**src/include/bsc_pkg.sv**
```systemverilog
package bsc_pkg;

  // ****************************************************************
  // Bus setup register fields and reset value
  // ****************************************************************
  localparam int        SHIFT_BIT    = 0;
  localparam int        ACK_LSB      = 1;
  localparam int        ACK_MSB      = 2;
  localparam int        SWAP_SEL_BIT = 6;
  localparam int        SWAP_EN_BIT  = 7;
  localparam logic [7:0] SETUP_RESET = 8'h00;

  // ****************************************************************
  // Interrupt acknowledge types and DMA channel codes
  // ****************************************************************
  localparam logic [1:0] ACK_STATUS = 2'h0;
  localparam logic [1:0] ACK_SINGLE = 2'h1;
  localparam logic [1:0] ACK_DOUBLE = 2'h3;
  localparam logic [1:0] CH_RX_A    = 2'h3;
  localparam logic [1:0] CH_TX_A    = 2'h2;
  localparam logic [1:0] CH_RX_B    = 2'h1;
  localparam logic [1:0] CH_TX_B    = 2'h0;

  // ****************************************************************
  // Synchroniser bit positions of the sampled pins
  // ****************************************************************
  localparam int SY_AS_B   = 0;
  localparam int SY_CE_B   = 1;
  localparam int SY_WR_B   = 2;
  localparam int SY_RD_B   = 3;
  localparam int SY_DS_B   = 4;
  localparam int SY_RW     = 5;
  localparam int SY_SECT   = 6;
  localparam int SY_CHAN   = 7;
  localparam int SY_ACK_B  = 8;
  localparam int SY_GRANT  = 9;
  localparam int SY_WRDY   = 10;
  localparam int SY_AD_LSB = 11;
  localparam int SY_WIDTH  = 27;

  // ****************************************************************
  // DMA bus master sequence
  // ****************************************************************
  typedef enum logic [2:0] {
    BSC_IDLE,
    BSC_REQ,
    BSC_ADR_LO,
    BSC_ADR_HI,
    BSC_DATA,
    BSC_DONE
  } bsc_state_e;

endpackage : bsc_pkg

```
**src/logic/bsc_sync.sv**
```systemverilog
`timescale 1ns/1ps
module bsc_sync #(
  parameter int W = 1
) (
  input  wire logic         sys_clk_in,
  input  wire logic         rst_b_in,
  input  wire logic [W-1:0] async_in,
  input  wire logic [W-1:0] init_in,
  output logic      [W-1:0] sync_out
);

  logic [W-1:0] meta_ff;

  // Reset loads the idle level so no false edge appears on release.
  always_ff @(posedge sys_clk_in)
  begin
    if (!rst_b_in)
    begin
      meta_ff  <= init_in;
      sync_out <= init_in;
    end
    else
    begin
      meta_ff  <= async_in;
      sync_out <= meta_ff;
    end
  end

endmodule : bsc_sync

```
**src/logic/bsc_bus_setup.sv**
```systemverilog
// What this block does
// RL1 - Host's first access after reset writes setup
// RL2 - Only the first write loads setup register
// RL3 - Host holds section select low during setup
// RL4 - Strobe seen before setup selects multiplexed bus
// RL5 - Channel select high gives wait, low ready
// RL6 - Wait/ready choice governs pin both directions
// RL7 - Bit 0 picks DMA address shift, multiplexed
// RL8 - Bits 2:1 select interrupt acknowledge type
// RL9 - Status acknowledge latched on mode's strobe edge
// RL10 - Host holds status acknowledge whole cycle
// RL11 - Host writes zeros to bits 3-5
// RL12 - Bit 7 clear: DMA bytes from lower lane
// RL13 - Bit 6 chooses lane for even/odd addresses
// RL14 - Swapping only for bytes read as master
// RL15 - Select pins carry channel code during DMA
// RL16 - Master drives selects, strobes, address strobe
// RL17 - Request bus, start only after grant
// RL18 - Output 32-bit address with two strobes
// RL19 - Ready mode acknowledges transfers and vectors
// RL20 - External logic may abort on channel code
// RL21 - Double pulse: vector on second pulse only
// RL22 - Pulsed acknowledge strobes vector; status uses strobe
// RL23 - Configured flag set once, cleared by reset
`timescale 1ns/1ps
module bsc_bus_setup (
  input  wire logic        sys_clk_in,
  input  wire logic        rst_b_in,
  input  wire logic        addr_strobe_pin_b_in,
  input  wire logic        chip_enable_b_in,
  input  wire logic        write_strobe_b_in,
  input  wire logic        read_strobe_b_in,
  input  wire logic        data_strobe_pin_b_in,
  input  wire logic        read_not_write_in,
  input  wire logic        section_select_pin_in,
  input  wire logic        channel_select_pin_in,
  input  wire logic        irq_ack_input_b_in,
  input  wire logic        bus_grant_in,
  input  wire logic        wait_rdy_in,
  input  wire logic [15:0] ad_in,
  input  wire logic [7:0]  vector_in,
  input  wire logic        dma_start_in,
  input  wire logic        dma_to_memory_in,
  input  wire logic [31:0] dma_addr_in,
  input  wire logic [1:0]  dma_channel_in,
  input  wire logic [7:0]  dma_wdata_in,
  output logic             configured_out,
  output logic             mux_mode_out,
  output logic             wait_mode_out,
  output logic [7:0]       bus_setup_register_out,
  output logic [1:0]       ack_type_out,
  output logic [4:0]       dma_reg_addr_out,
  output logic             bus_request_out,
  output logic [15:0]      ad_out,
  output logic             ad_oe_b_out,
  output logic             addr_strobe_pin_b_out,
  output logic             upper_addr_strobe_b_out,
  output logic             read_strobe_b_out,
  output logic             write_strobe_b_out,
  output logic             data_strobe_pin_b_out,
  output logic             read_not_write_out,
  output logic             section_select_pin_out,
  output logic             channel_select_pin_out,
  output logic             master_oe_b_out,
  output logic             wait_rdy_out,
  output logic             wait_rdy_oe_b_out,
  output logic [7:0]       dma_rdata_out,
  output logic             dma_done_out
);
  import bsc_pkg::*;

  // ****************************************************************
  // Pin synchronisers
  // ****************************************************************
  logic [SY_WIDTH-1:0] pin_s;
  logic [SY_WIDTH-1:0] pin_init;
  logic [SY_WIDTH-1:0] pin_prev_ff;

  assign pin_init = {16'h0000, 11'h13F};

  bsc_sync #(
    .W (SY_WIDTH)
  ) u_sync (
    .sys_clk_in (sys_clk_in),
    .rst_b_in   (rst_b_in),
    .async_in   ({ad_in, wait_rdy_in, bus_grant_in, irq_ack_input_b_in,
                  channel_select_pin_in, section_select_pin_in,
                  read_not_write_in, data_strobe_pin_b_in,
                  read_strobe_b_in, write_strobe_b_in,
                  chip_enable_b_in, addr_strobe_pin_b_in}),
    .init_in    (pin_init),
    .sync_out   (pin_s)
  );

  always_ff @(posedge sys_clk_in)
  begin
    if (!rst_b_in)
      pin_prev_ff <= {16'h0000, 11'h13F};
    else
      pin_prev_ff <= pin_s;
  end

  logic [15:0] ad_s;
  logic        master;
  logic        wr_act;
  logic        wr_prev;
  logic        rd_act;
  logic        rd_prev;
  logic        as_fall;
  logic        as_rise;
  logic        ack_act;
  logic        ack_fall;
  logic        setup_write;

  assign ad_s    = pin_s[SY_AD_LSB +: 16];
  assign wr_act  = !pin_s[SY_WR_B] ||
                   (!pin_s[SY_DS_B] && !pin_s[SY_RW]);
  assign wr_prev = !pin_prev_ff[SY_WR_B] ||
                   (!pin_prev_ff[SY_DS_B] && !pin_prev_ff[SY_RW]);
  assign rd_act  = !pin_s[SY_RD_B] ||
                   (!pin_s[SY_DS_B] && pin_s[SY_RW]);
  assign rd_prev = !pin_prev_ff[SY_RD_B] ||
                   (!pin_prev_ff[SY_DS_B] && pin_prev_ff[SY_RW]);
  assign as_fall = !pin_s[SY_AS_B] && pin_prev_ff[SY_AS_B];
  assign as_rise = pin_s[SY_AS_B] && !pin_prev_ff[SY_AS_B];
  assign ack_act = !pin_s[SY_ACK_B];
  assign ack_fall = ack_act && pin_prev_ff[SY_ACK_B];

  // ****************************************************************
  // One-time bus setup capture
  // ****************************************************************
  logic       configured_ff;
  logic       as_seen_ff;
  logic       mux_mode_ff;
  logic       wait_mode_ff;
  logic [7:0] setup_ff;

  // The setup write is the first write strobe with chip enable low; the
  // host keeps the section select low then, so it is not decoded here.
  assign setup_write = !configured_ff && !master && wr_act && !wr_prev &&
                       !pin_s[SY_CE_B]; // RL2

  always_ff @(posedge sys_clk_in)
  begin
    if (!rst_b_in)
    begin
      configured_ff <= 1'b0;
      as_seen_ff    <= 1'b0;
      mux_mode_ff   <= 1'b0;
      wait_mode_ff  <= 1'b0;
      setup_ff      <= SETUP_RESET;
    end
    else if (setup_write)
    begin
      configured_ff <= 1'b1; // RL23
      mux_mode_ff   <= as_seen_ff || as_fall; // RL4
      wait_mode_ff  <= pin_s[SY_CHAN]; // RL5
      setup_ff      <= ad_s[7:0]; // RL2
    end
    else if (!configured_ff && as_fall)
    begin
      // Chip enable is deliberately ignored for this detection.
      as_seen_ff <= 1'b1; // RL4
    end
  end

  logic [1:0] ack_type;
  logic       swap_en;
  logic       swap_sel;

  assign ack_type = setup_ff[ACK_MSB:ACK_LSB]; // RL8
  assign swap_en  = setup_ff[SWAP_EN_BIT];
  assign swap_sel = setup_ff[SWAP_SEL_BIT];

  assign configured_out         = configured_ff;
  assign mux_mode_out           = mux_mode_ff;
  assign wait_mode_out          = wait_mode_ff;
  assign bus_setup_register_out = setup_ff;
  assign ack_type_out           = ack_type;

  // ****************************************************************
  // DMA-section register address decode
  // ****************************************************************
  always_ff @(posedge sys_clk_in)
  begin
    if (!rst_b_in)
      dma_reg_addr_out <= 5'h00;
    else if (configured_ff && mux_mode_ff && !master && as_rise)
      dma_reg_addr_out <= setup_ff[SHIFT_BIT] ? ad_s[4:0] : ad_s[5:1]; // RL7
  end

  // ****************************************************************
  // Interrupt acknowledge and vector drive
  // ****************************************************************
  logic status_ack_ff;
  logic first_pulse_ff;
  logic second_ff;
  logic vector_drive;

  always_ff @(posedge sys_clk_in)
  begin
    if (!rst_b_in)
      status_ack_ff <= 1'b0;
    else if (mux_mode_ff && as_rise)
      status_ack_ff <= ack_act; // RL9
    else if (!mux_mode_ff && rd_act && !rd_prev)
      status_ack_ff <= ack_act; // RL9
  end

  // The first pulse of a double acknowledge is only remembered.
  always_ff @(posedge sys_clk_in)
  begin
    if (!rst_b_in)
    begin
      first_pulse_ff <= 1'b0;
      second_ff      <= 1'b0;
    end
    else if (ack_type != ACK_DOUBLE)
    begin
      first_pulse_ff <= 1'b0;
      second_ff      <= 1'b0;
    end
    else if (ack_fall)
    begin
      first_pulse_ff <= !first_pulse_ff; // RL21
      second_ff      <= first_pulse_ff; // RL21
    end
    else if (!ack_act)
    begin
      second_ff <= 1'b0;
    end
  end

  always_comb
  begin
    vector_drive = 1'b0;
    if (configured_ff && !master)
    begin
      unique case (ack_type)
        ACK_STATUS: vector_drive = status_ack_ff && rd_act; // RL22
        ACK_SINGLE: vector_drive = ack_act; // RL22
        ACK_DOUBLE: vector_drive = ack_act && second_ff; // RL21
        default:    vector_drive = 1'b0;
      endcase
    end
  end

  // ****************************************************************
  // Wait/ready pin as slave
  // ****************************************************************
  logic slave_cycle;

  // In wait mode data is always on time, so the pin only reports ready.
  assign slave_cycle = !master && (vector_drive ||
                       (!pin_s[SY_CE_B] && (rd_act || wr_act)));
  assign wait_rdy_out      = wait_mode_ff; // RL6
  assign wait_rdy_oe_b_out = !slave_cycle; // RL19

  // ****************************************************************
  // DMA bus master sequence
  // ****************************************************************
  bsc_state_e state_ff;
  bsc_state_e nxt_state;
  logic       xfer_ok;

  // Wait mode stalls while the pin is low; ready mode ends on low.
  assign xfer_ok = wait_mode_ff ? pin_s[SY_WRDY] : !pin_s[SY_WRDY]; // RL6
  assign master  = (state_ff != BSC_IDLE) && (state_ff != BSC_REQ);

  always_comb
  begin
    nxt_state = state_ff;
    unique case (state_ff)
      // A grant left from the last transfer still sits in the synchroniser;
      // waiting for it to clear keeps a new request off a stale grant.
      BSC_IDLE:
        if (dma_start_in && configured_ff && !pin_s[SY_GRANT])
          nxt_state = BSC_REQ; // RL17
      BSC_REQ:
        if (pin_s[SY_GRANT])
          nxt_state = BSC_ADR_LO; // RL17
      BSC_ADR_LO:
        nxt_state = BSC_ADR_HI;
      BSC_ADR_HI:
        nxt_state = BSC_DATA;
      BSC_DATA:
        if (xfer_ok)
          nxt_state = BSC_DONE;
      BSC_DONE:
        nxt_state = BSC_IDLE;
    endcase
  end

  always_ff @(posedge sys_clk_in)
  begin
    if (!rst_b_in)
      state_ff <= BSC_IDLE;
    else
      state_ff <= nxt_state;
  end

  assign bus_request_out = (state_ff != BSC_IDLE) &&
                           (state_ff != BSC_DONE); // RL17

  // ****************************************************************
  // Master pin drive
  // ****************************************************************
  logic [31:0] addr_ff;
  logic        to_mem_ff;

  always_ff @(posedge sys_clk_in)
  begin
    if (!rst_b_in)
    begin
      addr_ff                 <= 32'h0000_0000;
      to_mem_ff               <= 1'b0;
      section_select_pin_out  <= 1'b0;
      channel_select_pin_out  <= 1'b0;
      master_oe_b_out         <= 1'b1;
      addr_strobe_pin_b_out   <= 1'b1;
      upper_addr_strobe_b_out <= 1'b1;
      read_strobe_b_out       <= 1'b1;
      write_strobe_b_out      <= 1'b1;
      data_strobe_pin_b_out   <= 1'b1;
      read_not_write_out      <= 1'b1;
    end
    else
    begin
      if (state_ff == BSC_IDLE)
      begin
        addr_ff                <= dma_addr_in;
        to_mem_ff              <= dma_to_memory_in;
        channel_select_pin_out <= dma_channel_in[1]; // RL15
        section_select_pin_out <= dma_channel_in[0]; // RL15
      end
      master_oe_b_out <= !((nxt_state != BSC_IDLE) &&
                           (nxt_state != BSC_REQ)); // RL16
      addr_strobe_pin_b_out   <= (nxt_state != BSC_ADR_LO); // RL18
      upper_addr_strobe_b_out <= (nxt_state != BSC_ADR_HI); // RL18
      read_strobe_b_out  <= !((nxt_state == BSC_DATA) && !to_mem_ff);
      write_strobe_b_out <= !((nxt_state == BSC_DATA) && to_mem_ff);
      data_strobe_pin_b_out <= (nxt_state != BSC_DATA);
      read_not_write_out    <= !to_mem_ff;
    end
  end

  // ****************************************************************
  // Address/data bus drive and byte acceptance
  // ****************************************************************
  always_ff @(posedge sys_clk_in)
  begin
    if (!rst_b_in)
    begin
      ad_out      <= 16'h0000;
      ad_oe_b_out <= 1'b1;
    end
    else
    begin
      unique case (nxt_state)
        BSC_ADR_LO:
        begin
          ad_out      <= addr_ff[15:0]; // RL18
          ad_oe_b_out <= 1'b0;
        end
        BSC_ADR_HI:
        begin
          ad_out      <= addr_ff[31:16]; // RL18
          ad_oe_b_out <= 1'b0;
        end
        BSC_DATA:
        begin
          // Outgoing bytes are replicated and never swapped.
          ad_out      <= {dma_wdata_in, dma_wdata_in}; // RL14
          ad_oe_b_out <= !to_mem_ff;
        end
        default:
        begin
          ad_out      <= {vector_in, vector_in};
          ad_oe_b_out <= !vector_drive; // RL22
        end
      endcase
    end
  end

  always_ff @(posedge sys_clk_in)
  begin
    if (!rst_b_in)
    begin
      dma_rdata_out <= 8'h00;
      dma_done_out  <= 1'b0;
    end
    else
    begin
      dma_done_out <= (state_ff == BSC_DATA) && xfer_ok;
      if ((state_ff == BSC_DATA) && xfer_ok && !to_mem_ff) // RL14
      begin
        if (swap_en && (swap_sel == addr_ff[0])) // RL13
          dma_rdata_out <= ad_s[15:8];
        else
          dma_rdata_out <= ad_s[7:0]; // RL12
      end
    end
  end

endmodule : bsc_bus_setup

```
**config.mk**
```make
export PLATFORM = sky130hd
export DESIGN_NAME = bsc_bus_setup
export DESIGN_NICKNAME = d
export VERILOG_FILES = /design/src/include/bsc_pkg.sv /design/src/logic/bsc_sync.sv /design/src/logic/bsc_bus_setup.sv
export SDC_FILE = /design/constraint.sdc
export NUM_CORES = 1
export LEC_CHECK = 0
export ABC_AREA = 1
export BUFFER_PORTS_ARGS = -buffer_cell sky130_fd_sc_hd__clkbuf_2
export CORE_MARGIN = 5
export CORE_UTILIZATION = 40
export CTS_BUF_LIST = sky130_fd_sc_hd__clkbuf_2
export DETAILED_ROUTE_END_ITERATION = 10
export MAX_ROUTING_LAYER = met4
export PLACE_DENSITY_LB_ADDON = 0.25
export SLEW_MARGIN = 40
export SYNTH_ARGS = -nofsm -noshare
export SYNTH_HDL_FRONTEND = slang
export SYNTH_SLANG_ARGS = --single-unit
```
**constraint.sdc**
```tcl
create_clock -name sys_clk_in -period 3.7 [get_ports sys_clk_in]
set_input_delay 0.74 -clock sys_clk_in [delete_from_list [all_inputs] [get_ports sys_clk_in]]
set_output_delay 0.74 -clock sys_clk_in [all_outputs]
set_load 0.05 [all_outputs]
```
==> flow_metrics.py <==
metrics = {
    "critical_path": {
        "required_ns": 2.96,
        "critPathBufInv": 2,
        "critPathMaxFanout": 3,
        "max_stage_delay_ns": 0.36,
        "end_kind": "output port",
        "path_class": "register to output port",
        "cp.arrival_ns": 2.23,
        "path_delay_family": "compound AO/OA/AOI/OAI gates",
        "worstPathCellList": "inv_1, o21ai_0, nand2_1, a21oi_1, nand3_1, o21ai_0, nand2_1, clkbuf_2",
        "start_kind": "register",
        "startpoint": "u_sync.sync_out[5]",
        "slowest_stage": "dfxtp_1",
        "rr_startpoint": "state_ff[2]",
    },
    "global_routing": {
        "grt_pass1_vias": 4257,
        "antenna_found_initial": 1,
        "grt_max_degree": 73,
        "grt-ovfl-total": 0,
        "grt_usage": 0.1667,
        "grt_pass1_wl_um": 20470,
    },
    "placed_design": {
        "routabilityCongestion": 0.8249,
        "portBuffers": 135,
        "dp_hpwl_um": 9213,
    },
    "detailed_routing": {
        "drcViolationCount": 0,
        "drt-wirelength-per-cell_um": 12.85,
        "via_per_inst": 4.616,
        "ant_nets": 0,
        "num_vias": 4510,
        "top_layer_used": "met4",
        "wl_met3_um": 895,
        "routed-wl-met2_um": 5973,
        "drt-pass1-iter-count": 4,
        "drtIter0Drc": 294,
        "drt-met1-wl_um": 5538,
        "wirelength_um": 12560,
    },
    "min_path": {
        "min_path_type": "input pin to register",
        "min_from": "ad_in[14]",
    },
    "logic_synthesis": {
        "synthMuxAreaShare": 0,
        "synth-xor-area-share": 0,
        "synth_cells": 666,
        "syn_nets": 747,
        "yosys_warnings": 0,
        "syn_avg_cell_area_sq_um": 8.099,
        "synth-seq-cells": 149,
        "synth_top_family_by_area": "simple AND/OR/NAND/NOR gates",
        "synth_fa_ha_area_frac": 0,
        "ys_types": 28,
        "synth_compound_area_frac": 0.1575,
        "synthSimpleGateAreaFrac": 0.1631,
        "synth-seq-area-share": 0.5530,
        "synth_area_sq_um": 5394,
    },
    "floorplanning": {
        "die_y_um": 126.1,
        "num_rows": 42,
        "die_w_um": 126.1,
        "io_pins": 137,
        "die_area_sq_um": 15910,
        "core_sq_um": 13240,
        "initial_utilization": 0.4073,
    },
    "outcome": {
        "status": "completed",
    },
    "finish": {
        "nFillCells": 1321,
        "areaGrowthSynthToFinish_pct": 18.33,
        "final_layout_size_suffix_gt1_frac": 0.2538,
        "nets": 871,
    },
    "sta": {
        "finClkSkew_ns": 0.03363,
        "clock.fmax_ghz": 0.3371,
        "tightest_slew_ns": 0.7068,
        "rsz0062_at_grt": "false",
        "layout_min_cycle_time_ns": 2.966,
        "tns_ns": 0,
        "slew_viol_final": 0,
        "hold_viol": 0,
        "setup_viol": 0,
        "slew_headroom": 0.5259,
        "fin_crit_sh": 0.8017,
    },
    "power": {
        "power.density_nw_per_um2": 617.8,
        "ir_drop_mv": 0.2619,
        "p_total_mw": 3.943,
        "leakage_nw": 3.243,
    },
    "clock_network": {
        "clkSlewWorstSetupHoldPaths_ns": 0.18,
        "cts_sinks": 149,
        "h-tree-depth": 4,
        "clk_path_buf_depth": 2,
        "clock_latency_ns": 0.70,
        "numCtsBuffers": 17,
        "post_cts_buffers": 0,
        "hold_buffers": 0,
        "cts_tree": "done",
        "cts_resized": 0,
        "cts-root-buf": "clkbuf_2",
    },
    "run": {
        "maxCapViolCount": 0,
    },
}
[report_power, final]
| group | switching (mW) | internal [mW] | total (mW) |
|---|---|---|---|
| Combinational | 0.839 | 0.288 | 1.13 |
| Sequential | 0.0940 | 1.84 | 1.93 |
| Clock | 0.508 | 0.374 | 0.882 |
| Total | 1.44 | 2.50 | 3.94 |
[worst register-to-register path: cells and delay by family, from the launching register on]
kind / cells / cell delay, ns
simple gates: 9 / 1.17
flops: 1 / 0.52
buf+inv: 2 / 0.52
[kinds of logic after synthesis]
logic type	Yosys count
flops	149
buf+inv	174
compound gates	158
simple gates	185
[path summary, 6_finish.rpt]
path | end | slack (ns) | cells after the start
worst min register to register | u_sync.sync_out[12] | 0.39 | 2
worst max register to register | ad_out[4] | 1.45 | 11
worst min-delay path | u_sync.meta_ff[25] | 0.22 | 3
worst max-delay path | wait_rdy_oe_b_out | 0.73 | 8
[cell type report]
type	count	area, sq um	area share
inverter	141	529.3	0.08292
clock buffer	22	110.1	0.01725
multi-input combinational	343	1729	0.2709
tap	176	220.2	0.03450
antenna	1	2.502	0.0003921
timing repair buffer	138	700.7	0.1098
clock inverter	7	107.6	0.01686
sequential	149	2983	0.4674
[state kept, by name, indices dropped and copies added, names as in the netlist, 3 cells and up]
register	count
state_ff	3
dma_reg_addr_out	5
u_sync.meta_ff	26
addr_ff	32
ad_out	16
dma_rdata_out	8
u_sync.sync_out	26
pin_prev_ff	6
bus_setup_register_out	8
[cell usage after synthesis (all sizes together)]
cell | number | area share
a21oi | 70 | 0.065
buf | 10 | 0.012
clkbuf | 23 | 0.016
dfxtp | 149 | 0.55
inv | 141 | 0.098
nand2 | 94 | 0.068
nand3 | 37 | 0.042
nand4 | 2 | 0.0023
nor2 | 31 | 0.026
nor3 | 2 | 0.0028
nor3b | 1 | 0.0014
nor4 | 1 | 0.0012
o2111ai | 1 | 0.0016
o211ai | 13 | 0.018
o21a | 1 | 0.0014
o21ai | 57 | 0.053
o22ai | 16 | 0.019
or2 | 17 | 0.020
[routing by layer]
| metal | track usage | up-vias |
|---|---|---|
| met2 | 0.2610 | 123 |
| met4 | 0.05489 | 0 |
| met1 | 0.2003 | 2044 |
| met5 | - | - |
| li1 | - | 2332 |
| met3 | 0.06012 | 11 |
[metrics by stage]
step	cell area, sq um	util	setup slack, ns	hold WS (ns)	cells
floorplan	5394	-	1.341	0.3905	666
global placement	6162	0.4653	1.261	0.3952	947
detailed placement	6162	0.4653	1.204	0.3975	947
CTS	6380	0.4818	0.6194	0.1204	976
global route	6382	0.4820	0.4939	0.1153	977
finish	6382	0.4820	0.7336	0.2228	977
[cells in the final DEF, fill, tap and decap left out]
cell type,count
inv_1,137
a21oi_1,70
inv_2,3
nor2_2,3
nor3_1,1
o21ai_0,55
o21a_1,1
nand4_1,2
nand2_1,90
nor3b_1,1
buf_4,4
diode_2,1
nand3_1,29
nand2_2,3
bufinv_16,3
nor4_1,1
o21ai_1,2
nor2_1,26
clkbuf_2,156
nand2_4,1
clkinv_2,2
o22ai_1,16
nor3_2,1
clkinv_1,3
o2111ai_1,1
or2_2,17
o211ai_1,13
dfxtp_1,149
nor2_4,2
nand3_2,8
Power figures use the tool's default switching activity.
